**src/pkg/pcs_pkg.sv**
```systemverilog
package pcs_pkg;
  // Core widths and reset values
  localparam int PC_W = 15;
  localparam int LATCH_W = 7;
  localparam int SP_W = 5;
  localparam int DEPTH = 16;
  localparam int BRA_W = 9;
  localparam logic [14:0] PC_RST = 15'h0000;
  localparam logic [14:0] PC_ONE = 15'h0001;
  localparam logic [14:0] INT_VECTOR = 15'h0004;
  localparam logic [4:0] SP_RST = 5'h1F;
  localparam logic [4:0] SP_TOP = 5'h0F;
  localparam logic [6:0] LATCH_RST = 7'h00;
  localparam logic SFRE_RST = 1'b1;
  // Register byte offsets
  localparam logic [7:0] A_PCL = 8'h00;
  localparam logic [7:0] A_LATCH = 8'h04;
  localparam logic [7:0] A_SP = 8'h08;
  localparam logic [7:0] A_TOP_ENTRY_LOW = 8'h0C;
  localparam logic [7:0] A_TOP_ENTRY_HIGH = 8'h10;
  localparam logic [7:0] A_POWER_CONTROL_STATUS = 8'h14;
  localparam logic [7:0] A_CFG = 8'h18;
  localparam logic [7:0] A_FP0 = 8'h1C;
  localparam logic [7:0] A_FP1 = 8'h20;
  localparam logic [7:0] A_PC = 8'h24;
  // Field positions
  localparam int OVF_BIT = 0;
  localparam int UNF_BIT = 1;
  localparam int SFRE_BIT = 0;
  // Bus answers
  localparam logic [1:0] RESP_OKAY = 2'h0;
  localparam logic [1:0] RESP_SLVERR = 2'h2;
  // File pointer map
  localparam logic [15:0] TRAD_LAST = 16'h0FFF;
  localparam logic [15:0] LIN_BASE = 16'h2000;
  localparam logic [15:0] LIN_LAST = 16'h29AF;
  localparam logic [11:0] GPR_OFS = 12'h020;
  localparam logic [11:0] GPR_SIZE = 12'h050;
  localparam logic [6:0] WIN_LAST = 7'h01;

  typedef enum logic [3:0] {
    OP_NONE = 4'h0,
    OP_SEQ = 4'h1,
    OP_WRPCL = 4'h2,
    OP_CALL = 4'h3,
    OP_CALL_FROM_WORKING = 4'h4,
    OP_BRW = 4'h5,
    OP_BRA = 4'h6,
    OP_RET = 4'h7,
    OP_RETURN_WITH_LITERAL = 4'h8,
    OP_RETURN_FROM_INTERRUPT = 4'h9,
    OP_INT = 4'hA,
    OP_WAKE = 4'hB
  } pcs_op_e;

  typedef enum logic [1:0] {
    RG_TRAD = 2'h0,
    RG_LIN = 2'h1,
    RG_PROG = 2'h2,
    RG_NONE = 2'h3
  } pcs_region_e;
endpackage

```
**src/hdl/pcs_fsr_map.sv**
```systemverilog
`timescale 1ns/1ps
// Turns a 16-bit file pointer into a memory region and address
module pcs_fsr_map (
  input wire logic [15:0] fsr,
  output pcs_pkg::pcs_region_e region,
  output logic [14:0] addr,
  output logic self_hit
);
  logic [11:0] off;
  logic [11:0] bank;
  logic [11:0] idx;

  // Linear space folds onto the 80-byte GENERAL_PURPOSE_RAM block of each bank
  always_comb begin
    off = fsr[11:0] - pcs_pkg::LIN_BASE[11:0];
    bank = off / pcs_pkg::GPR_SIZE;
    idx = off % pcs_pkg::GPR_SIZE;
    region = pcs_pkg::RG_NONE;
    addr = 15'h0000;
    self_hit = 1'b0;
    if (fsr[15]) begin
      region = pcs_pkg::RG_PROG;
      addr = fsr[14:0];
    end else if (fsr <= pcs_pkg::TRAD_LAST) begin
      region = pcs_pkg::RG_TRAD;
      addr = {3'h0, fsr[11:0]};
      self_hit = (fsr[6:0] <= pcs_pkg::WIN_LAST);
    end else if (fsr >= pcs_pkg::LIN_BASE && fsr <= pcs_pkg::LIN_LAST) begin
      region = pcs_pkg::RG_LIN;
      addr = {3'h0, ({bank[4:0], 7'h00} + pcs_pkg::GPR_OFS + idx)};
    end
  end
endmodule

```
**src/hdl/pcs_core.sv**
```systemverilog
`timescale 1ns/1ps
// What this block does
// Keep a 15-bit PC; low byte readable, upper bits only from the latch.
// Every restarting reset clears the whole PC to zero.
// Writing the PC low byte loads upper bits from the latch at once.
// Immediate call takes bits 10..0 from operand, 14..11 from latch 6..3.
// Computed call loads low byte from working register, upper from latch.
// Register branch loads PC+1 plus unsigned working register, any boundary.
// Immediate branch loads PC+1 plus sign-extended operand.
// Return stack of sixteen 15-bit entries, apart from memories.
// Calls and interrupt vectoring push; the three returns pop.
// Push and pop leave the PC high latch untouched.
// With fault reset disabled the stack is circular.
// Software reads and writes a 5-bit pointer and the top entry.
// Pointer marks entry in use; push increments then writes, pop reverses.
// With fault reset enabled, overflow or underflow resets and sets a flag.
// Window access goes to the address formed by its file pointer pair.
// Pointer at a window register reads zero and drops writes.
// Pointer 0x000 to 0xFFF maps to absolute banked data addresses.
// Pointer 0x2000 to 0x29AF maps contiguously onto 80-byte GENERAL_PURPOSE_RAM blocks.
// Unimplemented linear-region locations read 0x00.
// Pointer MSB set reads program memory low byte; writes ignored.
// Program memory reads through the window take one extra cycle.
// Interrupt wake with global enable runs next op, then vectors to 0004h.
// Stack pointer resets to all ones, the empty mark.
// High latch is a 7-bit readable buffer reset to zero.
// Sequential execution advances the PC by one, wrapping.
module pcs_core #(
  parameter int AW = 8
) (
  input wire logic aclk,
  input wire logic aresetn,
  input wire logic [AW-1:0] awaddr,
  input wire logic awvalid,
  output logic awready,
  input wire logic [31:0] wdata,
  input wire logic [3:0] wstrb,
  input wire logic wvalid,
  output logic wready,
  output logic [1:0] bresp,
  output logic bvalid,
  input wire logic bready,
  input wire logic [AW-1:0] araddr,
  input wire logic arvalid,
  output logic arready,
  output logic [31:0] rdata,
  output logic [1:0] rresp,
  output logic rvalid,
  input wire logic rready,
  input wire logic op_valid,
  input wire pcs_pkg::pcs_op_e op_code,
  input wire logic [10:0] op_operand,
  input wire logic [7:0] work_reg,
  input wire logic global_interrupt_enable,
  input wire logic restart_req,
  output logic [14:0] pc_out,
  output logic stack_reset,
  input wire logic ind_valid,
  input wire logic ind_sel,
  input wire logic ind_write,
  output logic [14:0] mem_addr,
  output logic [1:0] mem_region,
  output logic mem_rd,
  output logic mem_wr,
  input wire logic [13:0] prog_word,
  input wire logic [7:0] data_byte,
  output logic [7:0] ind_rdata,
  output logic ind_done
);
  typedef enum logic [1:0] {
    ST_IDLE = 2'h0,
    ST_ACC = 2'h1,
    ST_XTRA = 2'h2
  } pcs_ind_e;

  localparam int PC_W = pcs_pkg::PC_W;

  logic [14:0] pc_reg, pc_next, pc_inc, push_val;
  logic [6:0] pc_high_latch_reg;
  logic [4:0] sp_reg, sp_up, sp_dn;
  logic [14:0] stk [pcs_pkg::DEPTH];
  logic sfre_reg, ovf_reg, unf_reg, pend_reg, int_now_reg;
  logic [15:0] fp_reg [2];
  logic restart, take, want_push, want_pop, ovf_hit, unf_hit, fault;
  logic do_push, do_pop;
  logic wr_en, rd_en, rd_ok, wr_ok;
  logic [31:0] rd_val;
  logic [14:0] tos;
  pcs_ind_e ist_reg;
  pcs_pkg::pcs_region_e map_rg;
  logic [14:0] map_addr;
  logic map_self, zero_reg;

  assign restart = restart_req || stack_reset;
  assign pc_inc = pc_reg + pcs_pkg::PC_ONE;
  assign sp_up = sp_reg + 5'h01;
  assign sp_dn = sp_reg - 5'h01;
  assign tos = stk[sp_reg[3:0]];
  assign take = int_now_reg || (op_valid && op_code != pcs_pkg::OP_NONE);
  assign wr_en = awready && awvalid && wvalid;
  assign rd_en = arready && arvalid;
  assign pc_out = pc_reg;

  // Next PC and stack action for the operation in hand
  always_comb begin
    pc_next = pc_reg;
    push_val = pc_inc;
    want_push = 1'b0;
    want_pop = 1'b0;
    if (int_now_reg) begin
      want_push = 1'b1;
      push_val = pc_reg;
      pc_next = pcs_pkg::INT_VECTOR;
    end else if (op_valid) begin
      unique case (op_code)
        pcs_pkg::OP_NONE, pcs_pkg::OP_WAKE: pc_next = pc_reg;
        pcs_pkg::OP_SEQ: pc_next = pc_inc;
        pcs_pkg::OP_WRPCL: pc_next = {pc_high_latch_reg, op_operand[7:0]};
        pcs_pkg::OP_CALL: begin
          pc_next = {pc_high_latch_reg[6:3], op_operand};
          want_push = 1'b1;
        end
        pcs_pkg::OP_CALL_FROM_WORKING: begin
          pc_next = {pc_high_latch_reg, work_reg};
          want_push = 1'b1;
        end
        pcs_pkg::OP_BRW: pc_next = pc_inc + {7'h00, work_reg};
        pcs_pkg::OP_BRA: pc_next = pc_inc + {{6{op_operand[8]}}, op_operand[8:0]};
        pcs_pkg::OP_RET, pcs_pkg::OP_RETURN_WITH_LITERAL, pcs_pkg::OP_RETURN_FROM_INTERRUPT: begin
          pc_next = tos;
          want_pop = 1'b1;
        end
        pcs_pkg::OP_INT: begin
          pc_next = pcs_pkg::INT_VECTOR;
          push_val = pc_reg;
          want_push = 1'b1;
        end
        default: pc_next = pc_reg;
      endcase
    end
  end

  // Fault detection: push with pointer from 0Fh to 1Eh is overflow, pop with pointer at 1Fh underflow
  assign ovf_hit = want_push && sfre_reg && sp_reg >= pcs_pkg::SP_TOP
                   && sp_reg != pcs_pkg::SP_RST;
  assign unf_hit = want_pop && sfre_reg && sp_reg == pcs_pkg::SP_RST;
  assign fault = (ovf_hit || unf_hit) && !restart;
  assign do_push = want_push && !ovf_hit && !restart;
  assign do_pop = want_pop && !unf_hit && !restart;

  // Program counter
  always_ff @(posedge aclk) begin
    if (!aresetn || restart) begin
      pc_reg <= pcs_pkg::PC_RST;
    end else if (fault) begin
      pc_reg <= pc_reg;
    end else if (take) begin
      pc_reg <= pc_next;
    end else if (wr_en && awaddr == AW'(pcs_pkg::A_PCL) && wstrb[0]) begin
      pc_reg <= {pc_high_latch_reg, wdata[7:0]};
    end
  end

  // High latch, written by software only
  always_ff @(posedge aclk) begin
    if (!aresetn || restart) begin
      pc_high_latch_reg <= pcs_pkg::LATCH_RST;
    end else if (wr_en && awaddr == AW'(pcs_pkg::A_LATCH) && wstrb[0]) begin
      pc_high_latch_reg <= wdata[6:0];
    end
  end

  // Stack pointer
  always_ff @(posedge aclk) begin
    if (!aresetn || restart) begin
      sp_reg <= pcs_pkg::SP_RST;
    end else if (do_push) begin
      sp_reg <= sp_up;
    end else if (do_pop) begin
      sp_reg <= sp_dn;
    end else if (wr_en && awaddr == AW'(pcs_pkg::A_SP) && wstrb[0]) begin
      sp_reg <= wdata[4:0];
    end
  end

  // Stack entries; index wraps so with fault reset disabled the 17th push lands on entry 0
  always_ff @(posedge aclk) begin
    if (do_push) begin
      stk[sp_up[3:0]] <= push_val;
    end else if (wr_en && awaddr == AW'(pcs_pkg::A_TOP_ENTRY_LOW) && wstrb[0]) begin
      stk[sp_reg[3:0]][7:0] <= wdata[7:0];
    end else if (wr_en && awaddr == AW'(pcs_pkg::A_TOP_ENTRY_HIGH) && wstrb[0]) begin
      stk[sp_reg[3:0]][14:8] <= wdata[6:0];
    end
  end

  // Fault reset pulse, sticky flags (set wins over clear) and config
  always_ff @(posedge aclk) begin
    if (!aresetn) begin
      stack_reset <= 1'b0;
      ovf_reg <= 1'b0;
      unf_reg <= 1'b0;
      sfre_reg <= pcs_pkg::SFRE_RST;
    end else begin
      stack_reset <= fault;
      if (wr_en && awaddr == AW'(pcs_pkg::A_POWER_CONTROL_STATUS) && wstrb[0]) begin
        ovf_reg <= ovf_reg && !wdata[pcs_pkg::OVF_BIT];
        unf_reg <= unf_reg && !wdata[pcs_pkg::UNF_BIT];
      end
      if (ovf_hit && !restart) ovf_reg <= 1'b1;
      if (unf_hit && !restart) unf_reg <= 1'b1;
      if (wr_en && awaddr == AW'(pcs_pkg::A_CFG) && wstrb[0]) begin
        sfre_reg <= wdata[pcs_pkg::SFRE_BIT];
      end
    end
  end

  // Wake-up vectoring: one op runs, then a push and jump to the vector
  always_ff @(posedge aclk) begin
    if (!aresetn || restart) begin
      pend_reg <= 1'b0;
      int_now_reg <= 1'b0;
    end else begin
      int_now_reg <= 1'b0;
      if (op_valid && !int_now_reg && op_code == pcs_pkg::OP_WAKE) begin
        pend_reg <= global_interrupt_enable;
      end else if (pend_reg && take && !int_now_reg && !fault) begin
        pend_reg <= 1'b0;
        int_now_reg <= 1'b1;
      end
    end
  end

  // File pointer pairs
  always_ff @(posedge aclk) begin
    if (!aresetn) begin
      fp_reg[0] <= 16'h0000;
      fp_reg[1] <= 16'h0000;
    end else if (wr_en && (awaddr == AW'(pcs_pkg::A_FP0) || awaddr == AW'(pcs_pkg::A_FP1))) begin
      if (wstrb[0]) fp_reg[awaddr == AW'(pcs_pkg::A_FP1)][7:0] <= wdata[7:0];
      if (wstrb[1]) fp_reg[awaddr == AW'(pcs_pkg::A_FP1)][15:8] <= wdata[15:8];
    end
  end

  pcs_fsr_map u_map (
    .fsr(fp_reg[ind_sel]),
    .region(map_rg),
    .addr(map_addr),
    .self_hit(map_self)
  );

  // Window access sequencer
  always_ff @(posedge aclk) begin
    if (!aresetn) begin
      ist_reg <= ST_IDLE;
      mem_addr <= 15'h0000;
      mem_region <= 2'h0;
      mem_rd <= 1'b0;
      mem_wr <= 1'b0;
      zero_reg <= 1'b0;
      ind_rdata <= 8'h00;
      ind_done <= 1'b0;
    end else begin
      ind_done <= 1'b0;
      unique case (ist_reg)
        ST_IDLE: if (ind_valid) begin
          mem_addr <= map_addr;
          mem_region <= map_rg;
          zero_reg <= map_self || map_rg == pcs_pkg::RG_NONE;
          mem_rd <= !ind_write && !map_self && map_rg != pcs_pkg::RG_NONE;
          mem_wr <= ind_write && !map_self
                    && (map_rg == pcs_pkg::RG_TRAD || map_rg == pcs_pkg::RG_LIN);
          ist_reg <= ST_ACC;
        end
        ST_ACC: if (mem_region == pcs_pkg::RG_PROG && mem_rd) begin
          ist_reg <= ST_XTRA;
        end else begin
          ind_rdata <= (zero_reg || !mem_rd) ? 8'h00 : data_byte;
          ind_done <= 1'b1;
          mem_rd <= 1'b0;
          mem_wr <= 1'b0;
          ist_reg <= ST_IDLE;
        end
        ST_XTRA: begin
          ind_rdata <= prog_word[7:0];
          ind_done <= 1'b1;
          mem_rd <= 1'b0;
          ist_reg <= ST_IDLE;
        end
        default: ist_reg <= ST_IDLE;
      endcase
    end
  end

  // Register read decode
  always_comb begin
    rd_val = 32'h0000_0000;
    rd_ok = 1'b1;
    unique case (araddr)
      AW'(pcs_pkg::A_PCL): rd_val[7:0] = pc_reg[7:0];
      AW'(pcs_pkg::A_LATCH): rd_val[6:0] = pc_high_latch_reg;
      AW'(pcs_pkg::A_SP): rd_val[4:0] = sp_reg;
      AW'(pcs_pkg::A_TOP_ENTRY_LOW): rd_val[7:0] = tos[7:0];
      AW'(pcs_pkg::A_TOP_ENTRY_HIGH): rd_val[6:0] = tos[14:8];
      AW'(pcs_pkg::A_POWER_CONTROL_STATUS): rd_val[1:0] = {unf_reg, ovf_reg};
      AW'(pcs_pkg::A_CFG): rd_val[0] = sfre_reg;
      AW'(pcs_pkg::A_FP0): rd_val[15:0] = fp_reg[0];
      AW'(pcs_pkg::A_FP1): rd_val[15:0] = fp_reg[1];
      AW'(pcs_pkg::A_PC): rd_val[14:0] = pc_reg;
      default: rd_ok = 1'b0;
    endcase
  end

  always_comb begin
    unique case (awaddr)
      AW'(pcs_pkg::A_PCL), AW'(pcs_pkg::A_LATCH), AW'(pcs_pkg::A_SP),
      AW'(pcs_pkg::A_TOP_ENTRY_LOW), AW'(pcs_pkg::A_TOP_ENTRY_HIGH), AW'(pcs_pkg::A_POWER_CONTROL_STATUS),
      AW'(pcs_pkg::A_CFG), AW'(pcs_pkg::A_FP0), AW'(pcs_pkg::A_FP1): wr_ok = 1'b1;
      default: wr_ok = 1'b0;
    endcase
  end

  // AXI4-Lite write channel: address and data taken together
  always_ff @(posedge aclk) begin
    if (!aresetn) begin
      awready <= 1'b0;
      wready <= 1'b0;
      bvalid <= 1'b0;
      bresp <= pcs_pkg::RESP_OKAY;
    end else begin
      awready <= awvalid && wvalid && !awready && !bvalid;
      wready <= awvalid && wvalid && !awready && !bvalid;
      if (wr_en) begin
        bvalid <= 1'b1;
        bresp <= wr_ok ? pcs_pkg::RESP_OKAY : pcs_pkg::RESP_SLVERR;
      end else if (bvalid && bready) begin
        bvalid <= 1'b0;
      end
    end
  end

  // AXI4-Lite read channel
  always_ff @(posedge aclk) begin
    if (!aresetn) begin
      arready <= 1'b0;
      rvalid <= 1'b0;
      rdata <= 32'h0000_0000;
      rresp <= pcs_pkg::RESP_OKAY;
    end else begin
      arready <= arvalid && !arready && !rvalid;
      if (rd_en) begin
        rvalid <= 1'b1;
        rdata <= rd_val;
        rresp <= rd_ok ? pcs_pkg::RESP_OKAY : pcs_pkg::RESP_SLVERR;
      end else if (rvalid && rready) begin
        rvalid <= 1'b0;
      end
    end
  end

  logic plain_op;
  assign plain_op = op_valid && !int_now_reg && !restart && !fault && !pend_reg;
endmodule

```
**config.mk**
```make
export PLATFORM = sky130hd
export DESIGN_NAME = pcs_core
export DESIGN_NICKNAME = d
export VERILOG_FILES = /design/src/pkg/pcs_pkg.sv /design/src/hdl/pcs_fsr_map.sv /design/src/hdl/pcs_core.sv
export SDC_FILE = /design/constraint.sdc
export NUM_CORES = 1
export LEC_CHECK = 0
export BUFFER_PORTS_ARGS = -buffer_cell sky130_fd_sc_hd__buf_2
export CAP_MARGIN = 20
export CORE_UTILIZATION = 40
export CTS_CLUSTER_SIZE = 24
export DETAILED_ROUTE_END_ITERATION = 12
export SETUP_SLACK_MARGIN = 0.4
export SLEW_MARGIN = 5
export SYNTH_ARGS = -nofsm -noshare
export SYNTH_HDL_FRONTEND = slang
export SYNTH_SLANG_ARGS = --single-unit
export TNS_END_PERCENT = 20
```
**constraint.sdc**
```tcl
create_clock -name aclk -period 5.63 [get_ports aclk]
set_input_delay 1.126 -clock aclk [delete_from_list [all_inputs] [get_ports aclk]]
set_output_delay 1.126 -clock aclk [all_outputs]
set_load 0.01 [all_outputs]
```
---- After elaboration in Yosys (flattened, before gate mapping) ----
Memory sizes are Yosys's and may differ from the RTL's. A register that Yosys moved wholly into a read port is not among the register bits.
Cells that the tools add are included.
Widths: inputs -> output; s select.
word-level totals
  register bits ........................... 88
  latch bits .............................. 0
  bits in writable memories ............... 272
  ROM bits ................................ 0
  input port bits ......................... 110
  output and inout port bits .............. 85
  memories kept ........................... 2
memory list
  memory  words  bits a word  read ports  clocked after memory_dff  wr ports  RTL line        text
  stk     16     15           1           1                         1         pcs_core.sv:81  logic [14:0] stk [pcs_pkg::DEPTH];
  fp_reg  2      16           3           0                         2         pcs_core.sv:83  logic [15:0] fp_reg [2];
operators by class
  add/sub/neg operators ................... 7
  multiply operators ...................... 0
  divide/modulo/power cells ............... 2
  magnitude comparators ................... 5
  equal/unequal tests ..................... 40
  shift-type cells ........................ 0
  multiplexer cells ....................... 86
  bitwise logic cells ..................... 1
  reduce and logical (&&, ||, !) cells .... 102
operator list
  cell                   count
  $mux 15                10
  $pmux 15 s8            1
  $eq 8x5->1 const B     8
  $logic_and 1x1->1      51
  $mux 1                 44
  $eq 8x4->1 const B     4
  $eq 8x6->1 const B     3
  $pmux 3 s7             1
  $pmux 7 s3             1
  $mux 2                 9
  $eq 4x3->1 const B     4
  $eq 4x4->1 const B     4
  $eq 8x3->1 const B     2
  $ge 16x14->1 const B   1
  $le 16x12->1 const B   1
  $le 16x14->1 const B   1
  $logic_not 8->1        2
  $mux 16                1
  $mux 8                 2
  $pmux 8 s2             1
  $reduce_bool 2->1      8
  $reduce_or 16->1       1
  $add 15x1->15 const B  1
  $add 15x15->15         1
  42 further kinds       81

---- Depth between registers and ports, before layout ----
  depth in word-level cells ............... 15
  depth in mapped cells ................... 20
  depth with buffers taken out ............ 16

---- Cells and area by module ----
From an unflattened synthesis, not the netlist that was laid out.
unflattened totals
  cells, all modules ...................... 1610
  area total of the unflattened synthesis .. 18779.3 µm²
modules (own cells, without submodules)
  module       instances  cells each  area an instance (µm²)
  pcs_core     1          1460        17742.0
  pcs_fsr_map  1          150         1037.2

---- Worst setup path after synthesis ----
No wires, ideal clock.
  path kind ............................... input-to-reg
  from .................................... input port op_code[0]
  to ...................................... register pc_reg[14] (netlist: pc_out[14])
  library setup time ...................... 78 ps
  data arrival time ....................... 4279 ps
  setup slack ............................. 1272 ps
  stages on the path ...................... 15
  cell sequence ........................... buf_2 -> nor4_2 -> mux2_2 -> ha_1 -> inv_1 -> fa_1 -> nor2b_1 -> o21ai_0 -> a21oi_1 -> o2111ai_1 -> a311oi_1 -> o211ai_1 -> and3_1 -> o31a_1 -> nor3_1
on the way
  longest elaborated chain between the ends .. 12
RTL lines
  what                                      RTL line         text
  start: declaration                        pcs_core.sv:51   input wire pcs_pkg::pcs_op_e op_code,
  $eq 4x4->1, or another cell as far along  pcs_core.sv:115  unique case (op_code)
  $reduce_or 3->1 (no line)                 --
  $mux 1                                    pcs_core.sv:115
  $mux 1                                    pcs_core.sv:114  end else if (op_valid) begin
  $mux 1                                    pcs_core.sv:110  if (int_now_reg) begin
  $logic_and 1x1->1 (2 in a row)            pcs_core.sv:144  assign ovf_hit = want_push && sfre_reg && sp_reg >= pcs_pkg::SP_TOP
  $logic_and 1x1->1                         pcs_core.sv:145  && sp_reg != pcs_pkg::SP_RST;
  $logic_or 1x1->1                          pcs_core.sv:147  assign fault = (ovf_hit || unf_hit) && !restart;
  $logic_and 1x1->1                         pcs_core.sv:147
  $not 1->1 (no line)                       --
  $reduce_and 4->1 (no line)                --
  end signal: assignment                    pcs_core.sv:154  pc_reg <= pcs_pkg::PC_RST;
  end signal: assignment                    pcs_core.sv:156  pc_reg <= pc_reg;
  end signal: assignment                    pcs_core.sv:158  pc_reg <= pc_next;
  end: declaration                          pcs_core.sv:78   logic [14:0] pc_reg, pc_next, pc_inc, push_val;
Parallel ways exist; a longest one is shown, timed or not. The select of a mux whose other input is x is not followed.
A chain may end at the register's enable or synchronous reset.

---- Worst setup path after layout ----
  from .................................... input port ind_sel
  to ...................................... register mem_addr[11]
on the way
  longest elaborated chain between the ends .. 7
RTL lines
  what                    RTL line           text
  start: declaration      pcs_core.sv:59     input wire logic ind_sel,
  $mem_v2 2x16 (*)        --
  $div 12x7->12           pcs_fsr_map.sv:16  bank = off / pcs_pkg::GPR_SIZE;
  $add 12x6->12           pcs_fsr_map.sv:30  addr = {3'h0, ({bank[4:0], 7'h00} + pcs_pkg::GPR_OFS + idx)};
  $add 12x12->12          pcs_fsr_map.sv:30
  $mux 12                 pcs_fsr_map.sv:28  end else if (fsr >= pcs_pkg::LIN_BASE && fsr <= pcs_pkg::LIN_LAST) begin
  $mux 15                 pcs_fsr_map.sv:24  end else if (fsr <= pcs_pkg::TRAD_LAST) begin
  $mux 15 (*)             pcs_fsr_map.sv:21  if (fsr[15]) begin
  end signal: assignment  pcs_core.sv:267    mem_addr <= map_addr;
  end: declaration        pcs_core.sv:61     output logic [14:0] mem_addr,
Every way passes the cells marked *; elsewhere a longest branch is shown, timed or not.

==> results.sh <==
export IMPL_regToRegSetupSlack_ns=1.56
export IMPL_core_area_um2=45300
export IMPL_critPathSlowestCell="or4_4"
export IMPL_use_met2_pct=36.2
export IMPL_synth_edf_count=272
export IMPL_finalSetupTns_ns=0
export IMPL_met1_usage_pct=28.0
export IMPL_io_pins=195
export IMPL_hp_class="flip-flop to flip-flop"
export IMPL_crit_family="compound AO/OA/AOI/OAI gates"
export IMPL_mostFrequentLayoutCell="edfxtp_1"
export IMPL_ys_seq_area_share_pct=54.4
export IMPL_viasPerCell=5.70
export IMPL_max_stage_delay_ns=0.56
export IMPL_initial_core_util_pct=40.5
export IMPL_cts_buffer_depth=3
export IMPL_hold_viol=0
export IMPL_worstSetupEndpointType="flip-flop"
export IMPL_cts_hold_fix_buffers=0
export IMPL_r2r_worst_path_cells=15
export IMPL_overflow=0
export IMPL_chipHeight_um=216
export IMPL_wl_per_cell_um=21.6
export IMPL_async_flop_share_pct=0
export IMPL_total_leakage_power_nw=7.81
export IMPL_worstSetupPathType="primary input to flip-flop"
export IMPL_finalSetupViolCount=0
export IMPL_status="completed"
export IMPL_start_kind="primary input"
export IMPL_maxCapViolCount=0
export IMPL_cp_buffers_inverters=2
export IMPL_dp_cells=2277
export IMPL_grt_pass1_wl_um=77200
export IMPL_syn_area_um2=18300
export IMPL_synth_warnings=0
export IMPL_whs_path_depth=2
export IMPL_antenna_left=0
export IMPL_fin_nets=1855
export IMPL_dp_slack_ns=0.696
export IMPL_syn_to_final_growth_pct=15.0
export IMPL_cp_common_cell="a21o_1"
export IMPL_die_area_um2=46700
export IMPL_path_cells="buf_2, buf_4, mux2_1, a211oi_1, or4_4, and3_1, o211a_1, a41oi_1, o211ai_2, ha_1, a21o_1, a21o_1, a21o_1, a21oi_1, mux2i_1, a22oi_1, nor2_1"
export IMPL_remaining_drc_errors=0
export IMPL_n_antenna_cell=0
export IMPL_cts_tree="built"
export IMPL_gr_max_usage_layer="met2"
export IMPL_fin_total_pwr_mw=5.99
export IMPL_io_buffers=152
export IMPL_ir_worst_vdd_uv=195
export IMPL_cts_num_sinks=362
export IMPL_rows=78
export IMPL_antenna_found_initial=0
export IMPL_synth_distinct_cells=88
export IMPL_maxSlewViolCount=0
export IMPL_clkTransAtPathRegs_ns=0.06
export IMPL_cts_resized=0
export IMPL_place_hpwl_um=37200
export IMPL_setup_ws_ns=1.21
export IMPL_relSlewSlack_pct=31.4
export IMPL_finish_utilization_pct=46.5
export IMPL_grt_setup_unrepaired="false"
export IMPL_cts_buffers=37
export IMPL_powerDensity_nw_per_um2=284
export IMPL_cp_max_fo=12
export IMPL_grt_pass1_vias=12884
export IMPL_grt_max_degree=50
export IMPL_use_met3_pct=3.20
export IMPL_htreeDepth=2
export IMPL_critPathRequiredTime_ns=6.10
export IMPL_avgSynthCellArea_um2=11.8
export IMPL_drt_iter0_drc=1153
export IMPL_clock_skew_final_ns=0.0185
export IMPL_max_clock_freq_mhz=226
export IMPL_clock_tree_root_cell="clkbuf_16"
export IMPL_cts_setup_buffers=0
export IMPL_arrival_ns=4.89
export IMPL_clk_latency_ns=0.54
export IMPL_gp_congestion=0.907
export IMPL_min_period_ns=4.42
export IMPL_ys_ff_latch=362
export IMPL_layout_common_cells="edfxtp_1 (272), nor2_1 (171), buf_2 (152), a21oi_1 (127), nand2_1 (96)"
export IMPL_first_pass_iters=6
export IMPL_timing_final_crit_share_pct=78.4
export IMPL_wirelength_um=50800
export IMPL_die_w_um=216
export IMPL_layout_drive_gt1_share_pct=22.8
export IMPL_vias=13373
export IMPL_ys_flop_type="edfxtp_1"
export IMPL_tightest_slew_ns=1.03
export IMPL_track_usage_pct=21.5
export IMPL_path_depth=17
export IMPL_netlist_instances=1549
export IMPL_fin_cells=2345
export IMPL_largest_register_ffs=240
==> worst reg2reg max path: cells and delay by family, from the launching register on <==
family / cells / cell delay, ns
AOI/OAI and AO/OA: 9 / 1.49
and+or+nand+nor: 3 / 0.93
muxes: 2 / 0.81
DFF: 1 / 0.43
adders and majority gates: 1 / 0.36
==> report_power, final <==
group	switching, mW	internal [mW]
Combinational	0.376	0.227
Sequential	0.0451	2.90
Clock	1.01	1.42
==> layer usage <==
metal | up-vias | share of wire, %
li1 | 6200 | -
met1 | 6529 | 42
met2 | 546 | 49
met3 | 98 | 6.2
met4 | 0 | 3.6
met5 | - | 0
==> cell usage after synthesis, types with 7 or more instances <==
library cell	count	area [um^2]
and2_1	38	238
a21oi_1	128	641
a21o_1	8	60.1
buf_1	9	33.8
nor2_1	171	642
o311ai_0	10	87.6
o21ai_0	61	305
mux4_2	75	1690
a31oi_1	10	62.6
buf_2	13	65.1
o22ai_1	12	75.1
xnor2_1	21	184
dfxtp_1	90	1800
or2_2	12	75.1
nand4_1	8	50.1
ha_1	27	338
a22oi_1	16	120
xor2_1	29	254
o211ai_1	7	52.6
nand2b_1	15	93.8
nand2_1	96	360
o2111ai_1	9	78.8
buf_4	20	150
mux2i_1	36	360
inv_1	38	143
clkbuf_1	62	233
nor3_1	48	240
a221oi_1	14	123
nand3_1	28	140
mux2_2	10	113
a211oi_1	23	173
nor2b_1	8	50.1
and3_1	16	100
edfxtp_1	272	8170
==> layout make-up <==
type | instances | area (um^2)
Fill cell | 4130 | 24200
Sequential cell | 362 | 9970
Multi-Input combinational cell | 1061 | 7770
Timing Repair Buffer | 216 | 1240
Clock buffer | 49 | 1020
Tap cell | 600 | 751
Clock inverter | 18 | 170
Inverter | 39 | 146
==> logic make-up (layout without fill, tap and decap cells) <==
logic type                 Yosys count  after routing  share of synthesized area [%]
buffers and inverters              147            322                           3.72
and+or+nand+nor                    471            471                           12.3
adders and majority gates           29             29                           2.01
DFF                                362            362                           54.4
other                                1             22                         0.0205
AOI/OAI and AO/OA                  360            360                           12.7
muxes                              129            129                           12.5
xor gates and xnor gates            50             50                           2.39
==> per-stage QoR <==
step	hold slack (ns)	cell area, um^2
floorplan	0.415	18400
global placement	0.424	19900
detailed placement	0.433	19900
CTS	0.436	21100
global route	0.459	21100
finish	0.431	21100
==> worst paths after layout <==
kind | end | start
setup / recovery | mem_addr[11]$_SDFFE_PN0P_ | ind_sel
hold / removal | int_now_reg$_SDFF_PP0_ | pend_reg$_SDFFE_PP0P_
setup reg to reg | mem_addr[11]$_SDFFE_PN0P_ | fp_reg[1][9]$_SDFFCE_PN0P_
hold reg to reg | int_now_reg$_SDFF_PP0_ | pend_reg$_SDFFE_PP0P_
Power figures use the tool's default switching activity.
